<file path="src/design/afecs_pkg.sv">
// package: register map, field layout, types and helpers of the channel sequencer
package afecs_pkg;

   // register byte addresses on the wishbone bus
   localparam logic [7:0] ADR_CTRL = 8'h00;
   localparam logic [7:0] ADR_SWRST = 8'h04;
   localparam logic [7:0] ADR_GAIN = 8'h08;
   localparam logic [7:0] ADR_OFFS = 8'h14;
   localparam logic [7:0] ADR_STATUS = 8'h20;
   localparam logic [7:0] CH_STRIDE = 8'h04;

   // status word bit positions
   localparam int ST_POR = 0;
   localparam int ST_MODE = 1;
   localparam int ST_SEL = 3;
   localparam int ST_OVR = 5;
   localparam int ST_FIFO = 6;

   localparam logic [7:0] GAIN_RST = 8'h00;
   localparam logic [7:0] OFFS_RST = 8'h80;

   localparam int RES_W = 16;
   localparam int FIFO_DEPTH = 8;
   localparam int NUM_CH = 3;

   localparam logic [2:0] ALL_CH = 3'h7;
   localparam logic [2:0] PWR_RED_ONLY = 3'h1;
   localparam logic [1:0] CONV_EXTRA = 2'h2;
   localparam logic [1:0] LAST_BYTE = 2'h1;
   localparam logic [1:0] LAST_NIB = 2'h3;
   localparam logic [1:0] SEL_BAD = 2'h3;

   typedef enum logic [1:0] {
      AFECS_PIXEL = 2'b00,
      AFECS_MONO = 2'b01,
      AFECS_LINE = 2'b10
   } afecs_mode_t;

   typedef enum logic [1:0] {
      AFECS_RED = 2'b00,
      AFECS_GREEN = 2'b01,
      AFECS_BLUE = 2'b10
   } afecs_input_t;

   typedef struct packed {
      logic nibble_out;
      logic internal_clamp_enable;
      logic auto_cycle;
      logic [1:0] sel;
      logic mono;
      logic single_channel_mode;
   } afecs_ctrl_t;

   typedef struct packed {
      logic [7:0] gain;
      logic [7:0] offset;
   } afecs_chset_t;

   localparam int CTRL_W = $bits(afecs_ctrl_t);
   localparam afecs_ctrl_t CTRL_RST = '0;
   localparam afecs_chset_t CHSET_RST = '{gain: GAIN_RST, offset: OFFS_RST};

   function automatic afecs_input_t afecs_next_input(input afecs_input_t cur);
      afecs_input_t nxt;
      unique case (cur)
         AFECS_RED: nxt = AFECS_GREEN;
         AFECS_GREEN: nxt = AFECS_BLUE;
         default: nxt = AFECS_RED;
      endcase
      return nxt;
   endfunction : afecs_next_input

   function automatic logic [2:0] afecs_onehot(input afecs_input_t sel);
      return 3'h1 << sel;
   endfunction : afecs_onehot

   function automatic logic [2:0] afecs_chan_hit(input logic [7:0] adr, input logic [7:0] base);
      logic [2:0] hit;
      for (int i = 0; i < NUM_CH; i++)
      begin
         hit[i] = (adr == base + CH_STRIDE * 8'(i));
      end
      return hit;
   endfunction : afecs_chan_hit

endpackage : afecs_pkg

</file>
<file path="src/design/afecs_fifo.sv">
// result fifo: flip-flop storage, valid/ready on both sides
`timescale 1ns/1ns
module afecs_fifo
   import afecs_pkg::*;
#(
   parameter int W = RES_W,
   parameter int DEPTH = FIFO_DEPTH
)
(
   input wire logic clk,
   input wire logic rst,
   input wire logic in_valid,
   output logic in_ready,
   input wire logic [W-1:0] in_data,
   output logic out_valid,
   input wire logic out_ready,
   output logic [W-1:0] out_data
);
   // depth must be a power of two so the pointers wrap by themselves
   localparam int AW = $clog2(DEPTH);

   logic [W-1:0] mem_r [DEPTH];
   logic [AW-1:0] wp_r;
   logic [AW-1:0] rp_r;
   logic [AW:0] cnt_r;
   logic push;
   logic pop;

   assign in_ready = cnt_r != (AW+1)'(DEPTH);
   assign out_valid = cnt_r != '0;
   assign out_data = mem_r[rp_r];
   assign push = in_valid & in_ready;
   assign pop = out_valid & out_ready;

   always_ff @(posedge clk)
   begin
      if (push)
      begin
         mem_r[wp_r] <= in_data;
      end
   end

   always_ff @(posedge clk)
   begin
      if (rst)
      begin
         wp_r <= '0;
         rp_r <= '0;
      end
      else
      begin
         if (push)
         begin
            wp_r <= wp_r + 1'b1;
         end
         if (pop)
         begin
            rp_r <= rp_r + 1'b1;
         end
      end
   end

   always_ff @(posedge clk)
   begin
      if (rst)
      begin
         cnt_r <= '0;
      end
      else if (push && !pop)
      begin
         cnt_r <= cnt_r + 1'b1;
      end
      else if (pop && !push)
      begin
         cnt_r <= cnt_r - 1'b1;
      end
   end

endmodule : afecs_fifo

</file>
<file path="src/design/afecs_top.sv">
// channel sequencer: power-ok gate, input routing, auto-cycle, result output
`timescale 1ns/1ns

// What this block does
// - power-ok reset is low whenever either supply monitor reports low.
// - register writes are dropped while the power-ok reset is low.
// - on power-ok release every register holds its default and writes work.
// - pixel mode samples all three inputs and converts all three per pixel.
// - mono mode samples only the selected input in its own channel.
// - line mode routes the selected input into the red channel.
// - line mode powers down the green and blue channels.
// - each cycle-pin pulse steps red, green, blue, red with matching settings.
// - register writes can set any input sequence in line mode.
// - 16-bit results leave on a byte bus in 8-bit or 4-bit pieces.
// - each channel has its own 8-bit gain and 8-bit offset.
// - the cycle pin is captured at the clock edge inside each sample strobe.
// - with auto-cycle on, the clamp enable bit decides clamping, not the pin.
// - single-channel mode bit set to 1 selects line-by-line operation.
module afecs_top
   import afecs_pkg::*;
(
   input wire logic clk,
   input wire logic sys_rst,
   input wire logic analogue_supply_ok,
   input wire logic digital_core_supply_ok,
   input wire logic sample_strobe,
   input wire logic clamp_or_cycle_pin,
   input wire logic out_enable_n,
   input wire logic adc_valid,
   input wire logic [RES_W-1:0] adc_result,
   input wire logic [7:0] wb_adr_i,
   input wire logic [31:0] wb_dat_i,
   output logic [31:0] wb_dat_o,
   input wire logic wb_we_i,
   input wire logic [3:0] wb_sel_i,
   input wire logic wb_stb_i,
   input wire logic wb_cyc_i,
   output logic wb_ack_o,
   output logic power_ok_reset_n,
   output logic [2:0] sample_en,
   output logic [2:0] chan_power,
   output logic route_to_red,
   output afecs_chset_t [2:0] chan_set,
   output logic clamp_en,
   output logic conv_start,
   output logic [1:0] conv_chan,
   output logic [7:0] out_data_o,
   output logic out_data_oe,
   output logic out_strobe
);
   typedef enum logic {
      SER_IDLE = 1'b0,
      SER_SHIFT = 1'b1
   } afecs_ser_t;

   logic ana_s1, ana_s2, dig_s1, dig_s2;
   logic strb_s1, strb_s2, strb_s3;
   logic pin_s1, pin_s2, oen_s1, oen_s2;
   logic power_ok_reset_n_r;
   logic rst_i;
   logic ack_r;
   logic [31:0] dat_r;
   logic [31:0] rd_mux;
   logic wr_en;
   logic [2:0] gain_hit;
   logic [2:0] offs_hit;
   afecs_ctrl_t ctrl_r;
   afecs_chset_t [2:0] chs_r;
   logic ovr_r;
   logic ovr_set;
   afecs_mode_t mode;
   logic bnd;
   logic pin_cap_r;
   logic advance;
   afecs_input_t cur_sel_r;
   afecs_input_t sel_nxt;
   logic [2:0] sample_en_r;
   logic [2:0] chan_power_r;
   logic route_r;
   afecs_chset_t [2:0] chan_set_r;
   logic clamp_r;
   logic [1:0] conv_left_r;
   logic conv_start_r;
   logic [1:0] conv_chan_r;
   logic cap_valid_r;
   logic [RES_W-1:0] cap_data_r;
   logic fifo_in_ready;
   logic fifo_out_valid;
   logic fifo_out_ready;
   logic [RES_W-1:0] fifo_out_data;
   afecs_ser_t ser_st_r;
   logic [RES_W-1:0] word_r;
   logic [1:0] part_r;
   logic nib_r;
   logic [7:0] out_data_r;
   logic out_oe_r;
   logic out_stb_r;

   // pins and supply monitor levels are asynchronous to clk
   always_ff @(posedge clk)
   begin
      if (sys_rst)
      begin
         {ana_s1, ana_s2, dig_s1, dig_s2} <= 4'h0;
         {strb_s1, strb_s2, strb_s3, pin_s1, pin_s2} <= 5'h00;
         {oen_s1, oen_s2} <= 2'h3;
      end
      else
      begin
         {ana_s1, ana_s2} <= {analogue_supply_ok, ana_s1};
         {dig_s1, dig_s2} <= {digital_core_supply_ok, dig_s1};
         {strb_s1, strb_s2, strb_s3} <= {sample_strobe, strb_s1, strb_s2};
         {pin_s1, pin_s2} <= {clamp_or_cycle_pin, pin_s1};
         {oen_s1, oen_s2} <= {out_enable_n, oen_s1};
      end
   end

   always_ff @(posedge clk)
   begin
      if (sys_rst)
      begin
         power_ok_reset_n_r <= 1'b0;
      end
      else
      begin
         power_ok_reset_n_r <= ana_s2 & dig_s2;
      end
   end

   // all sequencer state is held at defaults while power is not good
   assign rst_i = sys_rst | ~power_ok_reset_n_r;

   assign gain_hit = afecs_chan_hit(wb_adr_i, ADR_GAIN);
   assign offs_hit = afecs_chan_hit(wb_adr_i, ADR_OFFS);
   // a write lands on the edge at which the master sees ack, as classic cycles expect
   assign wr_en = wb_cyc_i & wb_stb_i & wb_we_i & ack_r & wb_sel_i[0]
      & power_ok_reset_n_r;

   // writes during a power fault are still acked so the master never hangs
   always_ff @(posedge clk)
   begin
      if (sys_rst)
      begin
         ack_r <= 1'b0;
         dat_r <= '0;
      end
      else
      begin
         ack_r <= wb_cyc_i & wb_stb_i & ~ack_r;
         if (wb_cyc_i && wb_stb_i && !wb_we_i && !ack_r)
         begin
            dat_r <= rd_mux;
         end
      end
   end

   always_comb
   begin
      rd_mux = '0;
      if (wb_adr_i == ADR_CTRL)
      begin
         rd_mux[CTRL_W-1:0] = ctrl_r;
      end
      if (wb_adr_i == ADR_STATUS)
      begin
         rd_mux[ST_POR] = power_ok_reset_n_r;
         rd_mux[ST_MODE +: 2] = mode;
         rd_mux[ST_SEL +: 2] = cur_sel_r;
         rd_mux[ST_OVR] = ovr_r;
         rd_mux[ST_FIFO] = fifo_out_valid;
      end
      for (int i = 0; i < NUM_CH; i++)
      begin
         if (gain_hit[i])
         begin
            rd_mux[7:0] = chs_r[i].gain;
         end
         if (offs_hit[i])
         begin
            rd_mux[7:0] = chs_r[i].offset;
         end
      end
   end

   always_ff @(posedge clk)
   begin
      if (rst_i)
      begin
         ctrl_r <= CTRL_RST;
         chs_r <= {NUM_CH{CHSET_RST}};
      end
      else if (wr_en && wb_adr_i == ADR_SWRST)
      begin
         ctrl_r <= CTRL_RST;
         chs_r <= {NUM_CH{CHSET_RST}};
      end
      else if (wr_en)
      begin
         if (wb_adr_i == ADR_CTRL)
         begin
            ctrl_r <= afecs_ctrl_t'(wb_dat_i[CTRL_W-1:0]);
         end
         for (int i = 0; i < NUM_CH; i++)
         begin
            if (gain_hit[i])
            begin
               chs_r[i].gain <= wb_dat_i[7:0];
            end
            if (offs_hit[i])
            begin
               chs_r[i].offset <= wb_dat_i[7:0];
            end
         end
      end
   end

   // a lost result wins over a write-one clear in the same cycle
   always_ff @(posedge clk)
   begin
      if (rst_i)
      begin
         ovr_r <= 1'b0;
      end
      else if (ovr_set)
      begin
         ovr_r <= 1'b1;
      end
      else if (wr_en && wb_adr_i == ADR_STATUS && wb_dat_i[ST_OVR])
      begin
         ovr_r <= 1'b0;
      end
   end

   always_comb
   begin
      if (ctrl_r.single_channel_mode)
      begin
         mode = AFECS_LINE;
      end
      else if (ctrl_r.mono)
      begin
         mode = AFECS_MONO;
      end
      else
      begin
         mode = AFECS_PIXEL;
      end
   end

   assign bnd = strb_s2 & ~strb_s3;
   assign advance = bnd & ctrl_r.auto_cycle & (mode == AFECS_LINE) & pin_s2 & ~pin_cap_r;

   always_ff @(posedge clk)
   begin
      if (rst_i)
      begin
         pin_cap_r <= 1'b0;
      end
      else if (bnd)
      begin
         pin_cap_r <= pin_s2;
      end
   end

   always_comb
   begin
      sel_nxt = cur_sel_r;
      if (advance)
      begin
         sel_nxt = afecs_next_input(cur_sel_r);
      end
      else if (bnd && !ctrl_r.auto_cycle)
      begin
         sel_nxt = (ctrl_r.sel == SEL_BAD) ? AFECS_RED : afecs_input_t'(ctrl_r.sel);
      end
   end

   always_ff @(posedge clk)
   begin
      if (rst_i)
      begin
         cur_sel_r <= AFECS_RED;
      end
      else
      begin
         cur_sel_r <= sel_nxt;
      end
   end

   // routing and settings only move at a sample boundary, never mid-conversion
   always_ff @(posedge clk)
   begin
      if (rst_i)
      begin
         sample_en_r <= ALL_CH;
         chan_power_r <= ALL_CH;
         route_r <= 1'b0;
         chan_set_r <= {NUM_CH{CHSET_RST}};
      end
      else if (bnd)
      begin
         chan_set_r <= chs_r;
         unique case (mode)
            AFECS_PIXEL:
            begin
               sample_en_r <= ALL_CH;
               chan_power_r <= ALL_CH;
               route_r <= 1'b0;
            end
            AFECS_MONO:
            begin
               sample_en_r <= afecs_onehot(sel_nxt);
               chan_power_r <= afecs_onehot(sel_nxt);
               route_r <= 1'b0;
            end
            AFECS_LINE:
            begin
               sample_en_r <= afecs_onehot(sel_nxt);
               chan_power_r <= PWR_RED_ONLY;
               route_r <= 1'b1;
               chan_set_r[AFECS_RED] <= chs_r[sel_nxt];
            end
         endcase
      end
   end

   always_ff @(posedge clk)
   begin
      if (rst_i)
      begin
         clamp_r <= 1'b0;
      end
      else if (bnd)
      begin
         clamp_r <= ctrl_r.auto_cycle ? ctrl_r.internal_clamp_enable : pin_s2;
      end
   end

   // pixel mode needs a pixel period of at least three clocks
   always_ff @(posedge clk)
   begin
      if (rst_i)
      begin
         conv_left_r <= '0;
         conv_start_r <= 1'b0;
         conv_chan_r <= '0;
      end
      else if (bnd)
      begin
         conv_start_r <= 1'b1;
         if (mode == AFECS_PIXEL)
         begin
            conv_chan_r <= AFECS_RED;
            conv_left_r <= CONV_EXTRA;
         end
         else
         begin
            conv_chan_r <= (mode == AFECS_LINE) ? AFECS_RED : sel_nxt;
            conv_left_r <= '0;
         end
      end
      else if (conv_left_r != '0)
      begin
         conv_start_r <= 1'b1;
         conv_chan_r <= conv_chan_r + 2'h1;
         conv_left_r <= conv_left_r - 2'h1;
      end
      else
      begin
         conv_start_r <= 1'b0;
      end
   end

   // one holding slot; a result that finds it still full overwrites it
   assign ovr_set = adc_valid & cap_valid_r & ~fifo_in_ready;

   always_ff @(posedge clk)
   begin
      if (rst_i)
      begin
         cap_valid_r <= 1'b0;
         cap_data_r <= '0;
      end
      else if (adc_valid)
      begin
         cap_valid_r <= 1'b1;
         cap_data_r <= adc_result;
      end
      else if (fifo_in_ready)
      begin
         cap_valid_r <= 1'b0;
      end
   end

   afecs_fifo #(.W(RES_W), .DEPTH(FIFO_DEPTH)) u_fifo (
      .clk(clk),
      .rst(rst_i),
      .in_valid(cap_valid_r),
      .in_ready(fifo_in_ready),
      .in_data(cap_data_r),
      .out_valid(fifo_out_valid),
      .out_ready(fifo_out_ready),
      .out_data(fifo_out_data)
   );

   assign fifo_out_ready = (ser_st_r == SER_IDLE) & ~oen_s2;

   always_ff @(posedge clk)
   begin
      if (rst_i)
      begin
         ser_st_r <= SER_IDLE;
         word_r <= '0;
         part_r <= '0;
         nib_r <= 1'b0;
         out_data_r <= '0;
         out_stb_r <= 1'b0;
      end
      else
      begin
         out_stb_r <= 1'b0;
         unique case (ser_st_r)
            SER_IDLE:
            begin
               if (fifo_out_valid && fifo_out_ready)
               begin
                  word_r <= fifo_out_data;
                  part_r <= '0;
                  nib_r <= ctrl_r.nibble_out;
                  ser_st_r <= SER_SHIFT;
               end
            end
            SER_SHIFT:
            begin
               // a disabled bus stalls the shifter and backs up the fifo
               if (!oen_s2)
               begin
                  out_stb_r <= 1'b1;
                  if (nib_r)
                  begin
                     out_data_r <= {4'h0, word_r[4 * (3 - part_r) +: 4]};
                  end
                  else
                  begin
                     out_data_r <= word_r[8 * (1 - part_r) +: 8];
                  end
                  part_r <= part_r + 2'h1;
                  if (part_r == (nib_r ? LAST_NIB : LAST_BYTE))
                  begin
                     ser_st_r <= SER_IDLE;
                  end
               end
            end
         endcase
      end
   end

   always_ff @(posedge clk)
   begin
      if (rst_i)
      begin
         out_oe_r <= 1'b0;
      end
      else
      begin
         out_oe_r <= ~oen_s2;
      end
   end

   assign wb_ack_o = ack_r;
   assign wb_dat_o = dat_r;
   assign power_ok_reset_n = power_ok_reset_n_r;
   assign sample_en = sample_en_r;
   assign chan_power = chan_power_r;
   assign route_to_red = route_r;
   assign chan_set = chan_set_r;
   assign clamp_en = clamp_r;
   assign conv_start = conv_start_r;
   assign conv_chan = conv_chan_r;
   assign out_data_o = out_data_r;
   assign out_data_oe = out_oe_r;
   assign out_strobe = out_stb_r;
endmodule : afecs_top

</file>
<file path="config.mk">
export PLATFORM = sky130hd
export DESIGN_NAME = afecs_top
export DESIGN_NICKNAME = d
export VERILOG_FILES = /design/src/design/afecs_pkg.sv /design/src/design/afecs_fifo.sv /design/src/design/afecs_top.sv
export SDC_FILE = /design/constraint.sdc
export NUM_CORES = 1
export LEC_CHECK = 0
export BUFFER_PORTS_ARGS = -buffer_cell sky130_fd_sc_hd__buf_2
export CAP_MARGIN = 20
export CORE_UTILIZATION = 52
export CTS_CLUSTER_SIZE = 24
export DETAILED_ROUTE_END_ITERATION = 8
export HOLD_SLACK_MARGIN = 0.02
export PLACE_DENSITY = 0.73
export SLEW_MARGIN = 20
export SYNTH_ARGS = -nofsm -noshare
export SYNTH_HDL_FRONTEND = slang
export SYNTH_SLANG_ARGS = --single-unit
export TNS_END_PERCENT = 1
</file>
<file path="constraint.sdc">
create_clock -name clk -period 7.7 [get_ports clk]
set_input_delay 0.77 -clock clk [delete_from_list [all_inputs] [get_ports clk]]
set_output_delay 0.77 -clock clk [all_outputs]
set_load 0.01 [all_outputs]
</file>
### Yosys cells after proc, flatten, opt, wreduce, memory -nomap -nowiden

Memory sizes are Yosys's and may differ from the RTL's. A register that Yosys moved wholly into a read port is not among the register bits.
Index checks and enable logic that the tools add are counted.

| storage, ports and cells | value |
|---|---|
| flip-flop bits (word level) | 182 |
| memory bits (writable) | 128 |
| output and inout port bits | 103 |
| word-level logic and storage cells | 194 |
| memories kept | 1 |

| operators by class | value |
|---|---|
| $add $sub $neg | 9 |
| magnitude comparators | 1 |
| equal/unequal tests | 16 |
| shift operators | 3 |
| mux-type cells | 48 |
| bitwise operators | 25 |
| reductions and logical operators | 38 |

Memories:

| name | words | width | rd ports | clocked after Yosys merged registers in | write ports | RTL line | source |
|---|---|---|---|---|---|---|---|
| u_fifo.mem_r | 8 | 16 | 1 | 1 | 1 | afecs_fifo.sv:22 | `logic [W-1:0] mem_r [DEPTH];` |

Operator list:

| operator | count |
|---|---|
| $mux 8 | 7 |
| $shiftx 16x33->4 | 1 |
| $shiftx 16x33->8 | 1 |
| $bmux 16 s2 | 1 |
| $eq 8x5->1 const B | 4 |
| $mux 16 | 2 |
| $mux 2 | 14 |
| $reduce_and 2->1 | 10 |
| $and 1x1->1 | 17 |
| $eq 8x4->1 const B | 2 |
| $mux 1 | 14 |
| $mux 7 | 2 |
| $logic_and 1x1->1 | 10 |
| $reduce_bool 2->1 | 5 |
| $pmux 3 s3 | 1 |
| $eq 8x3->1 const B | 1 |
| $eq 8x6->1 const B | 1 |
| $logic_not 8->1 | 1 |
| $mux 4 | 2 |
| $pmux 2 s2 | 2 |
| $reduce_or 2->1 | 4 |
| $not 1->1 | 7 |
| $add 3x1->3 const B | 2 |
| $pmux 3 s2 | 1 |
| 19 further kinds | 28 |

### Depth between registers and ports, before layout

Gate-level depths: netlist of the first run.

| logic depth | value |
|---|---|
| depth after elaboration | 10 |
| mapped depth | 13 |

### Modules after synthesis

A second synthesis of the first run with hierarchy kept.

| unflattened totals | value |
|---|---|
| cells, all modules | 1266 |
| area total of the unflattened synthesis | 14014.7 µm² |

Modules (own cells, without submodules):

| module | times used | cells each | area each (µm²) |
|---|---|---|---|
| afecs_top | 1 | 1008 | 8459.4 |
| afecs_fifo | 1 | 258 | 5555.3 |

### Worst setup path before layout of the first run

OpenSTA, ideal clock, no wires.

| timing | value |
|---|---|
| kind | register -> register |
| start | reg u_fifo.cnt_r[0] |
| end | mem u_fifo.mem_r[2][0] (netlist name) (enable) |
| arrival | 2.435 ns |
| required time | 7.264 ns |
| slack | 4.829 ns |
| cell stages (with the launch flop) | 5 |
| buffers on the path | 0 |
| period minus slack after synthesis | 2.871 ns |
| cells stage by stage | dfxtp_1 nor3_1 nand2_1 nand2_1 nor4b_1 |

| on the way | value |
|---|---|
| longest elaborated chain between the ends | 4 |

Ends and longest elaborated chain:

| item | RTL line | source |
|---|---|---|
| from (decl) | afecs_fifo.sv:25 | `logic [AW:0] cnt_r;` |
| from (signal assigned) | afecs_fifo.sv:71 | `cnt_r <= cnt_r + 1'b1;` |
| from (signal assigned) | afecs_fifo.sv:75 | `cnt_r <= cnt_r - 1'b1;` |
| $ne 4x4->1 | afecs_fifo.sv:29 | `assign in_ready = cnt_r != (AW+1)'(DEPTH);` |
| $and 1x1->1 | afecs_fifo.sv:32 | `assign push = in_valid & in_ready;` |
| $mux 1 | afecs_fifo.sv:37 | `if (push)` |
| $mux 1 (implied by the code) | afecs_fifo.sv:39 | `mem_r[wp_r] <= in_data;` |
| to (decl) | afecs_fifo.sv:22 |  |

Every way passes these cells.

### Worst setup path after layout of the first run

| timing | value |
|---|---|
| start | reg ctrl_r[0] (netlist name) |
| end | reg chan_set_r, in the netlist chan_set[2] |

| on the way | value |
|---|---|
| longest elaborated chain between the ends | 9 |

Ends and longest elaborated chain:

| item | RTL line | source |
|---|---|---|
| from (decl) | afecs_top.sv:67 | `afecs_ctrl_t ctrl_r;` |
| from (signal assigned) | afecs_top.sv:201 | `ctrl_r <= afecs_ctrl_t'(wb_dat_i[CTRL_W-1:0]);` |
| $mux 2 (*) | afecs_top.sv:236 | `if (ctrl_r.single_channel_mode)` |
| $eq 2x2->1 (*) | afecs_top.sv:251, afecs_top.sv:303 |  |
| $and 1x1->1 (3 in a row) | afecs_top.sv:251 | `assign advance = bnd & ctrl_r.auto_cycle & (mode == AFECS_LINE) & pin_s2 & ~pin_cap_r;` |
| $mux 2 | afecs_top.sv:268 | `if (advance)` |
| $bmux 16 s2 | afecs_top.sv:321 | `chan_set_r[AFECS_RED] <= chs_r[sel_nxt];` |
| $mux 16 (implied by the code) | afecs_top.sv:321 |  |
| $mux 16 (*) | afecs_top.sv:303 | `unique case (mode)` |
| to (signal assigned) | afecs_top.sv:298 | `chan_set_r <= {NUM_CH{CHSET_RST}};` |
| to (signal assigned) | afecs_top.sv:302 | `chan_set_r <= chs_r;` |
| to (signal, indexed assignment) | afecs_top.sv:321 |  |
| to (decl) | afecs_top.sv:80 | `afecs_chset_t [2:0] chan_set_r;` |

Every way passes the cells marked *; elsewhere a longest branch is shown, timed or not. The select of a mux whose other input is x is not followed.
A chain may end at the register's enable or synchronous reset.

==> results of run 1 <==
[metrics by stage]
stage | instances | util (%) | setup WS (ns)
3_5_place_dp | 1602 | 56.5 | 4.24
2_1_floorplan | 1243 | - | 4.83
5_1_grt | 1666 | 61.2 | 4.04
3_3_place_gp | 1602 | 56.5 | 4.26
4_1_cts | 1666 | 61.2 | 4.24
6_report | 1666 | 61.2 | 4.20
[area by class of cell]
class                      count  area share (%)
sequential                   326            50.4
multi-input combinational    795            34.3
inverter                      16           0.387
timing repair buffer         135            4.57
clock inverter                18            1.67
clock buffer                  46            5.98
tap                          330            2.66
[cell usage in the layout (no fill, tap or decap), types with 10 or more instances in the layout]
| cell type | netlist | final |
|---|---|---|
| clkbuf_1 | 62 | 10 |
| a211oi_1 | 23 | 23 |
| conb_1 | 1 | 24 |
| buf_4 | 26 | 13 |
| dfxtp_1 | 198 | 196 |
| clkbuf_16 | 0 | 35 |
| inv_1 | 16 | 16 |
| nand2_1 | 164 | 164 |
| edfxtp_1 | 128 | 128 |
| mux4_2 | 32 | 32 |
| a22oi_1 | 12 | 12 |
| o21ai_0 | 23 | 23 |
| buf_2 | 8 | 122 |
| a21oi_1 | 85 | 84 |
| nand3_1 | 35 | 35 |
| nor2_1 | 114 | 113 |
| nor2b_1 | 19 | 18 |
| mux2i_1 | 84 | 84 |
| o22ai_1 | 17 | 17 |
| nor3_1 | 23 | 19 |
| mux2_2 | 12 | 12 |
[where the power goes]
| group | internal (W) | total (W) | switching (W) |
|---|---|---|---|
| clock | 0.00103 | 0.00173 | 0.000700 |
| sequential | 0.00178 | 0.00179 | 0.00000296 |
| combinational | 0.0000250 | 0.0000786 | 0.0000535 |
| total | 0.00284 | 0.00360 | 0.000756 |
[state kept, by name, indices dropped and copies added (netlist names), 2 cells and up]
signal and count:
u_fifo.cnt_r 4, ctrl_r 7, conv_chan 2, cur_sel_r 2, sample_en 3, cap_data_r 16, chan_power 3, part_r 2
conv_left_r 2, u_fifo.rp_r 3, out_data_o 8, word_r 16, u_fifo.mem_r 128, wb_dat_o 8, u_fifo.wp_r 3, chan_set 48
chs_r 48
[worst max-delay path, delay by kind of cell, from the launching register on]
kind | cells | cell delay, ns
flip-flops | 1 | 0.85
AND/OR/NAND/NOR | 2 | 1.42
AO/OA/AOI/OAI | 3 | 1.16
[worst max-delay path by stage]
stage	cells past startpoint	startpoint	slack (ns)	end
floorplan	4	u_fifo.cnt_r[0]	4.83	u_fifo.mem_r[2][0]
global placement	5	ctrl_r[0]	4.26	chan_set[9]
detailed placement	5	ctrl_r[0]	4.24	chan_set[2]
CTS	5	ctrl_r[0]	4.24	chan_set[2]
global route	5	ctrl_r[0]	4.04	chan_set[6]
finish	5	ctrl_r[0]	4.20	chan_set[2]
[kinds of logic after synthesis]
group | Yosys count
compound gates | 216
other cells | 1
simple gates | 409
fa+ha+maj | 7
xor+xnor | 11
mux | 128
buf+inv | 122
flops | 326
[cells in the mapped netlist, types with 7 or more instances]
cell type,n
dfxtp_1,198
nand2_1,164
edfxtp_1,128
nor2_1,114
a21oi_1,85
mux2i_1,84
clkbuf_1,62
nand3_1,35
mux4_2,32
buf_4,26
a211oi_1,23
nor3_1,23
o21ai_0,23
nor2b_1,19
o22ai_1,17
inv_1,16
a22oi_1,12
mux2_2,12
buf_1,10
buf_2,8
a221oi_1,7
or3_1,7
[routing by layer]
metal  global-route usage (%)  vias to the layer above  part of all wire, %
met5                        0                        -                    0
met2                     40.1                      392                   47
met3                     3.83                       67                  7.6
met4                     7.18                        0                  2.0
met1                     35.0                     4694                   43
li1                         -                     4566                    -
==> run metrics, run 1 <==
Vias 9719; post-synth cell types 63; Slew @ Worst Pin 1.15 ns; CTS max path bufs 3; outcome finished, final reports clean; Area contributors post-synth dfxtp_1 29%, edfxtp_1 28%, mux2i_1 6.2%; synth warn 0; layout cells sized above 1 19.3%; FF+latch area 7810 sq um; Min-Delay Endpoint power_ok_reset_n; worst min path class reg -> reg; standard-cell rows 58; first-pass GRT wire length 50800 um; initial antenna violation count 0; hpwl dp 21500 um; Pre-Repair DR Iteration Count 7; Worst Path Required 8.16 ns; residual DRC count 0; fillers 2042; Post-Syn Area 13500 sq um; Setup crit end kind register; simple logic cell fraction of the synthesized area 13.7%; Mapped Cells 1220; vias in the first global route 8862; largest stage delay on the critical path 0.85 ns; Main synth FF type dfxtp_1; Setup Total Neg Slack 0 ns; gr usage total 25.0%; drt via density 5.83; Avg Inst Size Synth 11.1 sq um; Worst Hold Depth 2; number of max-cap violations 0; Core Region 25300 sq um; placed inst area 14300 sq um; total clock sinks 326; clk_lat worst skew 0.54 ns; crit start category register; Hold Buf Count CTS 0; Synth top area share 29.3%; port buffer count 122; endpoints failing hold 0; Min Clock Period, post-route 3.50 ns; Adder-Cell Fraction of Synth Area 0.704%; FMAX 285 MHz; Overflow after GRT 0; Worst-path clk slew 0.06 ns; Pleak 5.61 nW; Final setup violation count 0; I/O pin cnt 174; Root Buffer clkbuf_16; R2R cell count 5; min-delay src dig_s2; Resize count post-CTS 0; Synth Area in XOR/XNOR 0.713%; initial drt markers 1019; register-to-register path setup slack 4.20 ns; Max Clock Skew 0.0321 ns; FF-to-FF Start ctrl_r[0]; Initial Util 53.3%; critical path class reg -> reg; leading area contributor after synthesis dfxtp_1; post-layout net count 1387; Compound-Gate Fraction of Synth Area 10.3%; Detail Route Antenna Nets 0; pin count of the biggest net entering global routing 62; n_diodes 0; Worst EP arrival 3.96 ns; relative slew slack 22.9%; RSZ-0062 raised after global routing no; sequential share of the synthesized area 57.8%; CP max stage cell dfxtp_1; final instance area 15500 sq um; footprint of the multi-input gates 5320 sq um; H-Tree Depth 2; final hold slack 0.419 ns; CP max FO 19; CTS tree yes; post-DR wirelength/cell 19.8 um; crit-path cells nand3b_1, or2_2, a21oi_2, a21oi_1, o22ai_1; fin. max-slew vios 0; final wirelength 33000 um; Post-CTS Setup Repair Bufs 0; Post-synth EDFFs 128; GP Congestion 0.987; Max VDD drop 0.000167 V; Die Y 163 um; Post-synth ARST share 0%; pwr dens 232 nW/um^2; Final Power 0.00360 W; Die Width 163 um; P&R area growth vs syn 14.7%; largest family of logic cells by synthesized area simple AND/OR/NAND/NOR gates; Final period util 45.5%; die area 26600 sq um; FF-to-FF End chan_set[2]; Yosys reg bits 326; mux cell area share after synthesis 12.6%; TritonCTS Buffers 35
Note: power is estimated with default switching activity, not from simulation.
==> inputs of run 2 (changes only) <==
- PLACE_DENSITY: 0.73 -> 0.76
- clock period: 7.7 -> 3.19 ns (I/O delays scaled with it)
==> run 2 against run 1 <==
Fmax increased by 27%; clock skew about the same; core utilization increased by 1.1 points; flip-flop and latch count unchanged; critical path depth increased by 7; final area increased by 1.8%; global-route usage increased by 0.57 points; register-to-register slack got worse by 3.8 ns; non-clock buffer count increased by 31; combinational power increased to 2.6 times the previous value; setup slack got worse by 3.8 ns; total power increased by 140%; critical path type unchanged.
==> run metrics, run 2 (synthesized netlist as in run 1, its figures left out) <==
Final Power 0.00872 W (+140%); Max Clock Skew 0.0320 ns (-0.0000623 ns); largest stage delay on the critical path 0.37 ns (-0.48 ns); placed inst area 14500 sq um (+1.1%); pin count of the biggest net entering global routing 102 (+65%); Setup crit end kind register; RSZ-0062 raised after global routing no; gr usage total 25.5% (+0.57 points); Pre-Repair DR Iteration Count 6 (-1); final instance area 15800 sq um (+1.8%); number of max-cap violations 0 (unchanged); standard-cell rows 58 (unchanged); post-layout net count 1418 (+2.2%); FF-to-FF Start u_fifo.cnt_r[0]; commonest cells after routing, fill and taps aside 197 x dfxtp_1, 164 x nand2_1, 128 x edfxtp_1, 122 x buf_2, 114 x nor2_1; pwr dens 553 nW/um^2 (+140%); sequential power share 49.5% (-0.2 points); crit-path cells nor3_1, nand2_1, nand2_1, inv_1, ha_1, inv_1, ha_1, a21o_1, a21oi_1, xnor2_1, or3_1, a21oi_1; Final period util 86.5% (+41 points); vias in the first global route 9391 (+6.0%); outcome finished, final reports clean; FF+latch area 7810 sq um (about the same); crit start category register; Worst EP arrival 3.20 ns (-0.76 ns); Resize count post-CTS 0 (unchanged); largest register by flop count u_fifo.mem_r; first-pass GRT wire length 51900 um (+2.2%); hpwl dp 21900 um (+1.6%); Pleak 5.80 nW (+3.5%); Sw Ratio 21.4% (+0.34 points); Hold Buf Count CTS 9 (+9); CP max FO 6 (-13); layout cells sized above 1 20.3% (+0.95 points); Die Y 163 um (unchanged); CTS tree yes; Slew @ Worst Pin 0.959 ns (-0.187 ns); Worst setup startpoint u_fifo.cnt_r[0]; P&R area growth vs syn 16.7%; GP Congestion 0.947 (-4.1%); residual DRC count 0 (unchanged); register-to-register path setup slack 0.43 ns (-3.76 ns); endpoints failing hold 0 (unchanged); NetSw 0.00186 W (+150%); Post-CTS Setup Repair Bufs 0 (unchanged); Stages on worst setup path 12 (+7); fin. max-slew vios 0 (unchanged); Vias 9968 (+2.6%); Max VDD drop 0.000491 V (+190%); TritonCTS Buffers 35 (unchanged); CP endpoint u_fifo.cnt_r[3]; Initial Util 53.3% (unchanged); final hold slack 0.0336 ns (-0.385 ns); total internal power 0.00685 W (+140%); Clock Power Share 48.2% (about the same); Min Clock Period, post-route 2.76 ns (-0.746 ns); n_diodes 0 (unchanged); critical path class reg -> reg; initial antenna violation count 0 (unchanged); Final Util 62.3% (+1.1 points); final wirelength 33900 um (+2.8%); post-DR wirelength/cell 20.0 um (+0.95%); CTS max path bufs 3 (unchanged); FF-to-FF End u_fifo.cnt_r[3]; Final setup violation count 0 (unchanged); Setup Total Neg Slack 0 ns (unchanged); drt via density 5.87 (+0.69%); footprint of the multi-input gates 5290 sq um (-0.71%); FMAX 363 MHz (+27%); die area 26600 sq um (unchanged); clk_lat worst skew 0.55 ns (about the same); worst min path class in -> reg; total clock sinks 326 (unchanged); H-Tree Depth 2 (unchanged); initial drt markers 1127 (+11%); Worst Path Required 3.63 ns (-4.53 ns); WP buf/inv 2 (+2); port buffer count 122 (unchanged); relative slew slack 36.0% (+13 points); CP max stage cell dfxtp_1; I/O pin cnt 174 (unchanged); Core Region 25300 sq um (unchanged); max reg flops 128 (unchanged); power share of the combinational group 2.3% (about the same); Worst-path clk slew 0.06 ns (about the same); fillers 1963 (-3.9%); Die Width 163 um (unchanged); Detail Route Antenna Nets 0 (unchanged); Overflow after GRT 0 (unchanged); R2R cell count 12 (+7); cell family with most CP delay simple AND/OR/NAND/NOR gates; commonest non-fill, non-tap cell in the layout dfxtp_1; Root Buffer clkbuf_16
[run 2: how the worst min path moves through the flow]
stage / end / cells past startpoint / start / slack (ns)
floorplan: oen_s2 / 1 / oen_s1 / 0.39
global placement: oen_s2 / 1 / oen_s1 / 0.40
detailed placement: power_ok_reset_n / 2 / dig_s2 / 0.41
CTS: cap_data_r[11] / 3 / adc_result[11] / 0.02
global route: cap_data_r[6] / 3 / adc_result[6] / 0.03
finish: cap_data_r[6] / 3 / adc_result[6] / 0.03
[run 2: power by group through the flow]
| stage | clock network [W] | logic (W) | registers (W) |
|---|---|---|---|
| floorplan | 0 | 0.000132 | 0.00440 |
| global placement | 0 | 0.000185 | 0.00440 |
| detailed placement | 0 | 0.000188 | 0.00440 |
| CTS | 0.00425 | 0.000197 | 0.00431 |
| global route | 0.00443 | 0.000217 | 0.00431 |
| finish | 0.00420 | 0.000202 | 0.00431 |
[run 2: routing by layer]
metal / vias up / global-route usage, % / part of all wire, %
li1: 4627 / - / -
met1: 4779 / 33.3 / 40
met2: 487 / 42.0 / 48
met3: 75 / 4.52 / 8.7
met4: 0 / 10.6 / 3.3
met5: - / 0 / 0
[run 2: area by class of cell]
cell class	count	share of cell area, %
Clock inverter	22	1.93
Inverter	16	0.381
Timing Repair Buffer	166	6.35
Clock buffer	42	5.72
Tap cell	330	2.62
Multi-Input combinational cell	795	33.5
Sequential cell	326	49.5
[run 2: tightest hold or removal path, delay by kind of cell]
family	cells	cell delay (ns)
buffers and inverters	1	0.08
AND/OR/NAND/NOR	1	0.09
multiplexers	1	0.05
[run 2: per-stage QoR]
stage,setup WS (ns),instances
2_1_floorplan,0.319,1243
3_3_place_gp,0.570,1624
3_5_place_dp,0.474,1624
4_1_cts,0.452,1697
5_1_grt,0.198,1697
6_report,0.432,1697
